### src/rtl/aavs_pkg.sv
package aavs_pkg;

  // ==========================================================
  // Register map
  localparam logic [7:0] ADR_CTRL      = 8'h00;
  localparam logic [7:0] ADR_LIMIT     = 8'h01;
  localparam logic [7:0] ADR_RECOV     = 8'h02;
  localparam logic [7:0] ADR_REC_CEIL  = 8'h03;
  localparam logic [7:0] ADR_PLAY_CEIL = 8'h04;
  localparam logic [7:0] ADR_REC_GAIN  = 8'h05;
  localparam logic [7:0] ADR_PLAY_GAIN = 8'h06;
  localparam logic [7:0] ADR_EXTRA_ATT = 8'h07;
  localparam logic [7:0] ADR_LIVE_GAIN = 8'h08;

  // ==========================================================
  // Reset values
  localparam logic [7:0] RST_CTRL      = 8'h40;
  localparam logic [7:0] RST_LIMIT     = 8'h01;
  localparam logic [7:0] RST_RECOV     = 8'h00;
  localparam logic [7:0] RST_REC_CEIL  = 8'hC5;
  localparam logic [5:0] RST_PLAY_CEIL = 6'h28;
  localparam logic [7:0] RST_GAIN      = 8'h91;
  localparam logic [1:0] RST_EXTRA_ATT = 2'h0;

  // ==========================================================
  // Levels on the stage output magnitude
  localparam logic [33:0] LVL_M2P5 = 34'h0_0000_5FFD;
  localparam logic [33:0] LVL_M4P1 = 34'h0_0000_4FD5;
  localparam logic [33:0] LVL_M6P0 = 34'h0_0000_4027;
  localparam logic [33:0] LVL_M8P5 = 34'h0_0000_301C;
  localparam logic [33:0] LVL_M12  = 34'h0_0000_2027;
  localparam logic [33:0] LVL_FS   = 34'h0_0000_8000;
  localparam logic [33:0] LVL_FS6  = 34'h0_0001_0000;
  localparam logic [33:0] LVL_FS12 = 34'h0_0002_0000;

  // ==========================================================
  // Timing counts in sample periods, mute ramp multiplier and gain shift
  localparam logic [10:0] ZC_BASE   = 11'h080;
  localparam logic [14:0] WAIT_BASE = 15'h0080;
  localparam logic [7:0]  MUTE_LEN  = 8'hF5;
  localparam logic [8:0]  MUTE_MULT = 9'h10B;
  localparam logic [4:0]  GAIN_SHIFT = 5'h19;

  // ==========================================================
  // Carriers
  typedef struct packed {
    logic               valid;
    logic signed [15:0] data;
  } aavs_smp_t;

  typedef struct packed {
    logic       filt_pwr;
    logic       mute;
    logic       fast_lim;
    logic       zc_dis;
    logic       play_en;
    logic       rec_en;
    logic       path_sel;
    logic [1:0] zt_sel;
    logic [1:0] att_sel;
    logic [1:0] thr_sel;
    logic [1:0] fr_sel;
    logic [1:0] rg_sel;
    logic [2:0] wt_sel;
  } aavs_cfg_t;

  typedef enum logic [1:0] {
    ST_MANUAL = 2'b00,
    ST_AGC    = 2'b01,
    ST_EXIT   = 2'b10
  } aavs_state_t;

endpackage

### src/rtl/aavs_top.sv
`timescale 1ns/1ps
module aavs_top
  import aavs_pkg::*;
(
  input  wire logic      CLK_SYS_I,
  input  wire logic      NRST_I,
  input  wire logic      CE_I,
  input  wire logic [7:0] ADDR_I,
  input  wire logic [7:0] WDATA_I,
  input  wire logic      WR_I,
  input  wire logic      RD_I,
  output logic      [7:0] RDATA_O,
  input  wire aavs_smp_t SAMPLE_I,
  output aavs_smp_t      SAMPLE_O,
  output logic      [7:0] LIVE_GAIN_O
);

  // ==========================================================
  // Decoders and saturating subtract
  function automatic logic [16:0] mant_f(input logic [3:0] m);
    case (m)
      4'h0:    mant_f = 17'h10000;
      4'h1:    mant_f = 17'h10B56;
      4'h2:    mant_f = 17'h1172C;
      4'h3:    mant_f = 17'h12388;
      4'h4:    mant_f = 17'h13070;
      4'h5:    mant_f = 17'h13DEA;
      4'h6:    mant_f = 17'h14BFE;
      4'h7:    mant_f = 17'h15AB0;
      4'h8:    mant_f = 17'h16A0A;
      4'h9:    mant_f = 17'h17A11;
      4'hA:    mant_f = 17'h18ACE;
      4'hB:    mant_f = 17'h19C49;
      4'hC:    mant_f = 17'h1AE8A;
      4'hD:    mant_f = 17'h1C199;
      4'hE:    mant_f = 17'h1D581;
      default: mant_f = 17'h1EA4A;
    endcase
  endfunction

  function automatic logic [33:0] lvl_f(input logic [2:0] k);
    case (k)
      3'h0:    lvl_f = LVL_M2P5;
      3'h1:    lvl_f = LVL_M4P1;
      3'h2:    lvl_f = LVL_M6P0;
      3'h3:    lvl_f = LVL_M8P5;
      default: lvl_f = LVL_M12;
    endcase
  endfunction

  function automatic logic [3:0] step_f(input logic [1:0] sel, input logic [1:0] reg_i);
    case ({sel, reg_i})
      4'b0100, 4'b0101, 4'b0110, 4'b0111: step_f = 4'h2;
      4'b1000:                             step_f = 4'h2;
      4'b1001, 4'b1010:                    step_f = 4'h4;
      4'b1011, 4'b1111:                    step_f = 4'h8;
      4'b1101:                             step_f = 4'h2;
      4'b1110:                             step_f = 4'h4;
      default:                             step_f = 4'h1;
    endcase
  endfunction

  function automatic logic [7:0] sub_f(input logic [7:0] g, input logic [3:0] s);
    sub_f = (g > {4'h0, s}) ? g - {4'h0, s} : 8'h00;
  endfunction

  // ==========================================================
  // Register file
  aavs_cfg_t   cfg_r;
  logic [7:0]  rec_ceil_r;
  logic [5:0]  play_ceil_r;
  logic [7:0]  rec_gain_r;
  logic [7:0]  play_gain_r;
  logic [1:0]  extra_r;
  logic [7:0]  rdata_r;
  logic [7:0]  gain_r;
  logic [7:0]  ramp_r;

  always_ff @(posedge CLK_SYS_I or negedge NRST_I) begin
    if (!NRST_I) begin
      cfg_r       <= aavs_cfg_t'({RST_CTRL[6:0], RST_LIMIT[5:0], RST_RECOV[6:0]});
      rec_ceil_r  <= RST_REC_CEIL;
      play_ceil_r <= RST_PLAY_CEIL;
      rec_gain_r  <= RST_GAIN;
      play_gain_r <= RST_GAIN;
      extra_r     <= RST_EXTRA_ATT;
    end else if (CE_I && WR_I) begin
      case (ADDR_I)
        ADR_CTRL:      {cfg_r.filt_pwr, cfg_r.mute, cfg_r.fast_lim, cfg_r.zc_dis,
                        cfg_r.play_en, cfg_r.rec_en, cfg_r.path_sel} <= WDATA_I[6:0];
        ADR_LIMIT:     {cfg_r.zt_sel, cfg_r.att_sel, cfg_r.thr_sel} <= WDATA_I[5:0];
        ADR_RECOV:     {cfg_r.fr_sel, cfg_r.rg_sel, cfg_r.wt_sel} <= WDATA_I[6:0];
        ADR_REC_CEIL:  rec_ceil_r  <= WDATA_I;
        ADR_PLAY_CEIL: play_ceil_r <= WDATA_I[5:0];
        ADR_REC_GAIN:  rec_gain_r  <= WDATA_I;
        ADR_PLAY_GAIN: play_gain_r <= WDATA_I;
        ADR_EXTRA_ATT: extra_r     <= WDATA_I[1:0];
        default: ;
      endcase
    end
  end

  always_ff @(posedge CLK_SYS_I or negedge NRST_I) begin
    if (!NRST_I) begin
      rdata_r <= 8'h00;
    end else if (CE_I) begin
      rdata_r <= 8'h00;
      if (RD_I) begin
        case (ADDR_I)
          ADR_CTRL:      rdata_r <= {1'b0, cfg_r.filt_pwr, cfg_r.mute, cfg_r.fast_lim,
                                     cfg_r.zc_dis, cfg_r.play_en, cfg_r.rec_en,
                                     cfg_r.path_sel};
          ADR_LIMIT:     rdata_r <= {2'h0, cfg_r.zt_sel, cfg_r.att_sel, cfg_r.thr_sel};
          ADR_RECOV:     rdata_r <= {1'b0, cfg_r.fr_sel, cfg_r.rg_sel, cfg_r.wt_sel};
          ADR_REC_CEIL:  rdata_r <= rec_ceil_r;
          ADR_PLAY_CEIL: rdata_r <= {2'h0, play_ceil_r};
          ADR_REC_GAIN:  rdata_r <= rec_gain_r;
          ADR_PLAY_GAIN: rdata_r <= play_gain_r;
          ADR_EXTRA_ATT: rdata_r <= {6'h00, extra_r};
          ADR_LIVE_GAIN: rdata_r <= gain_r;
          default:       rdata_r <= 8'h00;
        endcase
      end
    end
  end

  // ==========================================================
  // Gain datapath and level detection
  logic               tick;
  logic               agc_en;
  logic [7:0]         ceil;
  logic [7:0]         man_gain;
  logic [7:0]         gidx;
  logic signed [33:0] prod;
  logic signed [33:0] scaled;
  logic [33:0]        amp;
  logic signed [15:0] sat;
  logic signed [15:0] att;
  logic signed [33:0] mprod;
  logic [16:0]        mgain;
  logic               above;
  logic               band;
  logic [1:0]         region;

  assign tick     = CE_I & SAMPLE_I.valid;
  assign agc_en   = cfg_r.filt_pwr & (cfg_r.path_sel ? cfg_r.rec_en : cfg_r.play_en);
  assign ceil     = cfg_r.path_sel ? rec_ceil_r : {play_ceil_r, 2'b00} + 8'h01;
  assign man_gain = cfg_r.path_sel ? rec_gain_r : play_gain_r;
  assign gidx     = gain_r - 8'h01;

  always_comb begin
    prod   = SAMPLE_I.data * $signed({1'b0, mant_f(gidx[3:0])});
    scaled = (gain_r == 8'h00) ? 34'sh0 : prod >>> (GAIN_SHIFT - {1'b0, gidx[7:4]});
    amp    = scaled[33] ? 34'(-scaled) : scaled;
    if (scaled > 34'sh0_0000_7FFF) begin
      sat = 16'sh7FFF;
    end else if (scaled < -34'sh0_0000_8000) begin
      sat = -16'sh8000;
    end else begin
      sat = scaled[15:0];
    end
    att   = sat >>> extra_r;
    mgain = 17'(ramp_r) * 17'(MUTE_MULT);
    mprod = att * $signed({1'b0, mgain});
  end

  assign above  = amp >= lvl_f({1'b0, cfg_r.thr_sel});
  assign band   = !above && amp >= lvl_f({1'b0, cfg_r.thr_sel} + 3'h1);
  assign region = (amp >= LVL_FS12) ? 2'h3 : (amp >= LVL_FS6) ? 2'h2 :
                  (amp >= LVL_FS) ? 2'h1 : 2'h0;

  // ==========================================================
  // Control state
  aavs_state_t state_r;
  logic [10:0] zc_cnt_r;
  logic [10:0] exit_cnt_r;
  logic [14:0] wait_cnt_r;
  logic [10:0] setup_q_r;
  logic        prev_sign_r;
  logic        pend_r;
  logic [7:0]  pend_gain_r;
  logic        fast_r;
  logic [10:0] zc_lim;
  logic [14:0] wait_lim;
  logic        cfg_chg;
  logic        zc_det;
  logic        zc_to;
  logic        commit;
  logic        lim_act;
  logic        lim_now;
  logic        lim_def;
  logic        rec_go;
  logic        man_go;
  logic        pend_set;
  logic [8:0]  rec_sum;

  assign zc_lim   = ZC_BASE << cfg_r.zt_sel;
  assign wait_lim = fast_r ? ((WAIT_BASE << cfg_r.wt_sel) >> (cfg_r.fr_sel[1] ? 3'h4 :
                    3'h2 + {2'h0, cfg_r.fr_sel[0]})) - 15'h1 :
                    (WAIT_BASE << cfg_r.wt_sel) - 15'h1;
  assign cfg_chg  = setup_q_r != {cfg_r.zc_dis, cfg_r.zt_sel, cfg_r.att_sel, cfg_r.thr_sel,
                                  cfg_r.fr_sel, cfg_r.rg_sel};
  assign zc_det   = (SAMPLE_I.data[15] != prev_sign_r) || (SAMPLE_I.data == 16'sh0);
  assign zc_to    = zc_cnt_r >= zc_lim - 11'h1;
  assign commit   = tick && pend_r && (zc_det || zc_to);
  assign lim_act  = tick && state_r == ST_AGC && agc_en && above;
  assign lim_now  = lim_act && (cfg_r.zc_dis || (cfg_r.fast_lim && region != 2'h0));
  assign lim_def  = lim_act && !lim_now && !pend_r;
  assign rec_sum  = {1'b0, gain_r} + {7'h00, cfg_r.rg_sel} + 9'h1;
  assign rec_go   = tick && state_r == ST_AGC && agc_en && !above && !band &&
                    wait_cnt_r >= wait_lim && !pend_r && gain_r < ceil;
  assign man_go   = tick && state_r == ST_MANUAL && gain_r != man_gain &&
                    !(pend_r && pend_gain_r == man_gain);
  assign pend_set = lim_def || rec_go || man_go;

  always_ff @(posedge CLK_SYS_I or negedge NRST_I) begin
    if (!NRST_I) begin
      state_r <= ST_MANUAL;
    end else if (CE_I) begin
      case (state_r)
        ST_MANUAL: if (agc_en) begin
          state_r <= ST_AGC;
        end
        ST_AGC: if (!agc_en) begin
          state_r <= ST_EXIT;
        end
        ST_EXIT: if (agc_en) begin
          state_r <= ST_AGC;
        end else if (tick && exit_cnt_r >= zc_lim - 11'h1) begin
          state_r <= ST_MANUAL;
        end
        default: state_r <= ST_MANUAL;
      endcase
    end
  end

  always_ff @(posedge CLK_SYS_I or negedge NRST_I) begin
    if (!NRST_I) begin
      exit_cnt_r <= 11'h000;
    end else if (CE_I) begin
      if (state_r != ST_EXIT || cfg_chg) begin
        exit_cnt_r <= 11'h000;
      end else if (tick) begin
        exit_cnt_r <= exit_cnt_r + 11'h1;
      end
    end
  end

  always_ff @(posedge CLK_SYS_I or negedge NRST_I) begin
    if (!NRST_I) begin
      gain_r      <= RST_GAIN;
      pend_r      <= 1'b0;
      pend_gain_r <= RST_GAIN;
    end else if (CE_I) begin
      if (lim_now) begin
        gain_r <= sub_f(gain_r, 4'h1);
        pend_r <= 1'b0;
      end else if (commit) begin
        gain_r <= pend_gain_r;
        pend_r <= 1'b0;
      end
      if (lim_def) begin
        pend_r      <= 1'b1;
        pend_gain_r <= sub_f(gain_r, step_f(cfg_r.att_sel, region));
      end else if (rec_go) begin
        pend_r      <= 1'b1;
        pend_gain_r <= (rec_sum > {1'b0, ceil}) ? ceil : rec_sum[7:0];
      end else if (man_go) begin
        pend_r      <= 1'b1;
        pend_gain_r <= man_gain;
      end
    end
  end

  always_ff @(posedge CLK_SYS_I or negedge NRST_I) begin
    if (!NRST_I) begin
      zc_cnt_r <= 11'h000;
    end else if (CE_I) begin
      if (!pend_r || pend_set || cfg_chg) begin
        zc_cnt_r <= 11'h000;
      end else if (tick) begin
        zc_cnt_r <= zc_cnt_r + 11'h1;
      end
    end
  end

  always_ff @(posedge CLK_SYS_I or negedge NRST_I) begin
    if (!NRST_I) begin
      wait_cnt_r <= 15'h0000;
    end else if (CE_I) begin
      if (state_r != ST_AGC || lim_act || band || rec_go || cfg_chg) begin
        wait_cnt_r <= 15'h0000;
      end else if (tick && wait_cnt_r < wait_lim) begin
        wait_cnt_r <= wait_cnt_r + 15'h1;
      end
    end
  end

  always_ff @(posedge CLK_SYS_I or negedge NRST_I) begin
    if (!NRST_I) begin
      fast_r <= 1'b0;
    end else if (CE_I) begin
      if (lim_act && region != 2'h0) begin
        fast_r <= 1'b1;
      end else if (rec_go || state_r != ST_AGC) begin
        fast_r <= 1'b0;
      end
    end
  end

  always_ff @(posedge CLK_SYS_I or negedge NRST_I) begin
    if (!NRST_I) begin
      setup_q_r   <= 11'h000;
      prev_sign_r <= 1'b0;
    end else if (CE_I) begin
      setup_q_r <= {cfg_r.zc_dis, cfg_r.zt_sel, cfg_r.att_sel, cfg_r.thr_sel,
                    cfg_r.fr_sel, cfg_r.rg_sel};
      if (tick) begin
        prev_sign_r <= SAMPLE_I.data[15];
      end
    end
  end

  // ==========================================================
  // Soft mute ramp
  always_ff @(posedge CLK_SYS_I or negedge NRST_I) begin
    if (!NRST_I) begin
      ramp_r <= MUTE_LEN;
    end else if (tick) begin
      if (cfg_r.mute && ramp_r != 8'h00) begin
        ramp_r <= ramp_r - 8'h01;
      end else if (!cfg_r.mute && ramp_r != MUTE_LEN) begin
        ramp_r <= ramp_r + 8'h01;
      end
    end
  end

  // ==========================================================
  // Outputs
  always_ff @(posedge CLK_SYS_I or negedge NRST_I) begin
    if (!NRST_I) begin
      SAMPLE_O    <= '0;
      LIVE_GAIN_O <= RST_GAIN;
    end else if (CE_I) begin
      SAMPLE_O.valid <= SAMPLE_I.valid;
      LIVE_GAIN_O    <= gain_r;
      if (tick) begin
        SAMPLE_O.data <= (ramp_r == MUTE_LEN) ? att : mprod[31:16];
      end
    end
  end

  assign RDATA_O = rdata_r;
endmodule

### config.mk
export PLATFORM = sky130hd
export DESIGN_NAME = aavs_top
export DESIGN_NICKNAME = d
export VERILOG_FILES = /design/src/rtl/aavs_pkg.sv /design/src/rtl/aavs_top.sv
export SDC_FILE = /design/constraint.sdc
export NUM_CORES = 2
export LEC_CHECK = 0
export BUFFER_PORTS_ARGS = -buffer_cell sky130_fd_sc_hd__buf_2
export CELL_PAD_IN_SITES_DETAIL_PLACEMENT = 0
export CELL_PAD_IN_SITES_GLOBAL_PLACEMENT = 1
export CORE_MARGIN = 5
export CORE_UTILIZATION = 51
export DETAILED_ROUTE_END_ITERATION = 7
export GPL_ROUTABILITY_DRIVEN = 0
export GPL_TIMING_DRIVEN = 0
export PLACE_DENSITY_LB_ADDON = 0.1
export SLEW_MARGIN = 0
export SYNTH_ARGS = -nofsm -noshare
export SYNTH_HDL_FRONTEND = slang
export SYNTH_SLANG_ARGS = --single-unit
### constraint.sdc
create_clock -name CLK_SYS_I -period 23.4 [get_ports CLK_SYS_I]
set_clock_uncertainty 0.2 [all_clocks]
set_input_delay 1.17 -clock CLK_SYS_I [delete_from_list [all_inputs] [get_ports CLK_SYS_I]]
set_output_delay 1.17 -clock CLK_SYS_I [all_outputs]
set_load 0.1 [all_outputs]
==> impl_results.md <==
- Top cell type's share of synthesized area: between 20% and 30%
- Min-delay worst type: flip-flop to flip-flop
- Final Hold Violating Endpoints: 0
- Post-synth EDFFs: 0
- Tightest Pin Transition: 1.44 ns
- R2R Path Start: gain_r[1]$_DFFE_PN0P_
- DRC viols: 13
- Max cap viols: 0
- Seq/Total Area, Yosys: 11.4%
- Antenna violations before repair: 1
- CP max stage cell: a21boi_0
- Worst setup margin: approximately 1.4 ns
- Vias in the first global route: between 30000 and 40000
- Main synth FF type: dfrtp_1
- TNS Setup: 0 ns
- Syn avg cell area: slightly above 8 sq um
- # H-tree levels: 4
- Final period utilization: about 94%
- Total track usage: a little under a third
- Critical-path maximum fanout: 12
- Final min period: approximately 22 ns
- Vias/cell: roughly 6.0
- CTS Root Buffer Type: clkbuf_16
- Post-Synthesis Cells: roughly 4300
- Cts bufs inserted: 17
- CP max stage delay: ~1.2 ns
- Post-CTS Resized: 0
- 1st-pass router iterations: 8
- GR Overflow Total: 0
- Area growth syn-to-layout: 6.05%
- Core Area: roughly 70000 sq um
- Status: complete, but fails checks
- Pre-CTS setup slack: about 2.0 ns
- Setup violations, final: 0
- Unrepaired setup endpoints after global routing: no
- Post-Route WL: about 120000 um
- Clk_lat worst skew: approximately 0.46 ns
- Flop-to-flop setup slack: 1.40 ns
- Nets: 5262
- CTS clock-pin slew for the worst setup and hold paths: about 0.08 ns
- Filler instances: 6829
- Hold Crit Depth: 1
- Synth unique cells: 98
- Layout cells sized above 1: under 10%
- CP startpoint kind: flip-flop
- Largest net degree at the start of global routing: 113
- Mapped Area: ~36000 sq um
- Worst slew margin: ~3.6%
- Drt wl/cell: about 22 um
- First-pass GRT wire length: between 150000 and 200000 um
- F_max: around 45 MHz
- Via count: approximately 32000
- Seq cells post-synth: 162
- Die Area: 75900 sq um
- Port Buffers: 70
- Largest cells by area after synthesis: fa_1 (24%), ha_1 (13%), dfrtp_1 (9.3%)
- Die Height: between 200 and 300 um
- CP arrival: about 22 ns
- Req. time, crit path: around 24 ns
- R2R cell count: just over 60
- Max Root-Sink Buffers: 2
- Post-CTS Setup Bufs: 0
- FF-to-FF End: SAMPLE_O[12]$_DFFE_PN0P_
- Hold endpoint: RDATA_O[1]$_DFFE_PN0P_
- Chip width: about 280 um
- Final Slew Violations: 0
- TritonCTS clock tree: built
- I/O pin cnt: 71
- Area leader, netlist: fa_1
- Clock sinks: about 160
- Worst path most repeated cell: fa_1
- Async S/R FF share, synth: 100%
- Crit Path Class: flip-flop to flip-flop
- Routed Antenna Nets: 0
- # hold bufs at CTS: 0
- N_diodes: 0
- Hold Path Origin: RDATA_O[1]$_DFFE_PN0P_
- Failing checks: design-rule violations
- Crit end category: flip-flop
- DP Wirelength: roughly 100000 um
- Row cnt: 97
- Starting DRT DRC Count: ~3000
- Ys Warns: 0
- Initial Util: 51.3%
through the flow:
stage | hold slack (ns) | area, sq um | util (%) | std cells
after floorplan | 0.268 | 36000 | - | 4331
after global placement | 0.256 | 37500 | 53.5 | 5341
after detailed placement | 0.263 | 37500 | 53.6 | 5343
after CTS | 0.283 | 38100 | 54.5 | 5375
after global routing | 0.290 | 38100 | 54.5 | 5375
final | 0.276 | 38100 | 54.5 | 5375
layer usage:
layer	vias to the layer above	wire length, um	global-route usage (%)
met5	-	0	0
li1	14770	-	-
met1	15770	53400	45.5
met2	1360	53400	49.9
met3	224	9450	5.03
met4	0	3380	7.37
cell usage after synthesis, types with 15 or more instances:
| cell | n |
|---|---|
| buf_1 | 18 |
| dfrtp_1 | 133 |
| a211oi_1 | 42 |
| nor4_1 | 25 |
| a21oi_1 | 185 |
| nand4_1 | 54 |
| ha_1 | 377 |
| o21bai_1 | 17 |
| nor3_1 | 83 |
| fa_1 | 425 |
| nand2b_1 | 56 |
| inv_1 | 619 |
| nor2b_1 | 54 |
| or2_2 | 19 |
| mux2_2 | 87 |
| clkbuf_1 | 158 |
| o21ai_0 | 158 |
| o211ai_1 | 29 |
| xnor2_1 | 82 |
| xor2_1 | 59 |
| and3_1 | 33 |
| o21a_1 | 18 |
| o22ai_1 | 19 |
| buf_2 | 28 |
| a21o_1 | 65 |
| or3_1 | 27 |
| nand2_1 | 446 |
| nor2_1 | 328 |
| mux2i_1 | 80 |
| o31ai_1 | 19 |
| a22oi_1 | 20 |
| dfstp_2 | 29 |
| nand3_1 | 78 |
| and2_1 | 156 |
| a31oi_1 | 33 |
| a2111oi_0 | 15 |
flip-flops by register name, summed over array words and instances, names as in the netlist, 2 cells and up:
name	count
SAMPLE_O	17
play_gain_r	8
setup_q_r	11
LIVE_GAIN_O	8
rec_ceil_r	8
ramp_r	8
exit_cnt_r	11
zc_cnt_r	11
pend_gain_r	8
play_ceil_r	6
RDATA_O	8
cfg_r	20
extra_r	2
state_r	2
rec_gain_r	8
wait_cnt_r	15
gain_r	8
critical path: cells and delay by family, from the launching register on:
family	cells	cell delay, ns
flip-flops	1	0.70
XOR/XNOR	1	0.43
AND/OR/NAND/NOR	9	1.83
adder cells (fa/ha/maj)	15	7.29
AO/OA/AOI/OAI	23	8.82
buffers and inverters	13	2.63
layout make-up:
class | count | area (sq um) | area share, %
flip-flops and latches | 162 | 4090 | 10.7
clock inverters | 13 | 138 | 0.361
plain buffers | 211 | 865 | 2.27
clock buffers | 19 | 453 | 1.19
repair buffers | 72 | 393 | 1.03
multi-input cells | 3337 | 28700 | 75.2
inverters | 621 | 2330 | 6.11
well taps | 940 | 1180 | 3.08
worst max-delay path by stage:
| stage | cells after the start | endpoint | start |
|---|---|---|---|
| floorplan | 64 | SAMPLE_O[15]$_DFFE_PN0P_ | gain_r[0]$_DFFE_PN1P_ |
| global placement | 63 | SAMPLE_O[15]$_DFFE_PN0P_ | gain_r[1]$_DFFE_PN0P_ |
| detailed placement | 61 | SAMPLE_O[12]$_DFFE_PN0P_ | gain_r[1]$_DFFE_PN0P_ |
| CTS | 61 | SAMPLE_O[12]$_DFFE_PN0P_ | gain_r[1]$_DFFE_PN0P_ |
| global route | 61 | SAMPLE_O[14]$_DFFE_PN0P_ | gain_r[1]$_DFFE_PN0P_ |
| finish | 61 | SAMPLE_O[12]$_DFFE_PN0P_ | gain_r[1]$_DFFE_PN0P_ |
kinds of logic after synthesis:
group,after synthesis,share of synthesized area (%)
buffers and inverters,832,8.89
flip-flops,162,11.4
AO/OA/AOI/OAI,798,14.8
adder cells (fa/ha/maj),802,36.8
other,1,0.0104
AND/OR/NAND/NOR,1417,19.2
XOR/XNOR,142,3.48
multiplexers,175,5.45
layout by cell type, fill, tap and decap left out, drive strengths merged, types with 78 or more instances in the layout:
cell type | synthesis | routed
buf | 53 | 125
ha | 377 | 377
xnor2 | 83 | 83
inv | 620 | 629
nor2 | 329 | 329
nand3 | 78 | 78
dfrtp | 133 | 133
o21ai | 172 | 172
mux2 | 87 | 87
fa | 425 | 425
mux2i | 80 | 80
clkbuf | 158 | 177
nor3 | 85 | 85
nand2 | 449 | 449
and2 | 157 | 157
a21oi | 186 | 186
Power is not shown: default switching activity piles up to over one toggle a cycle in this logic, so the estimate is an artifact.
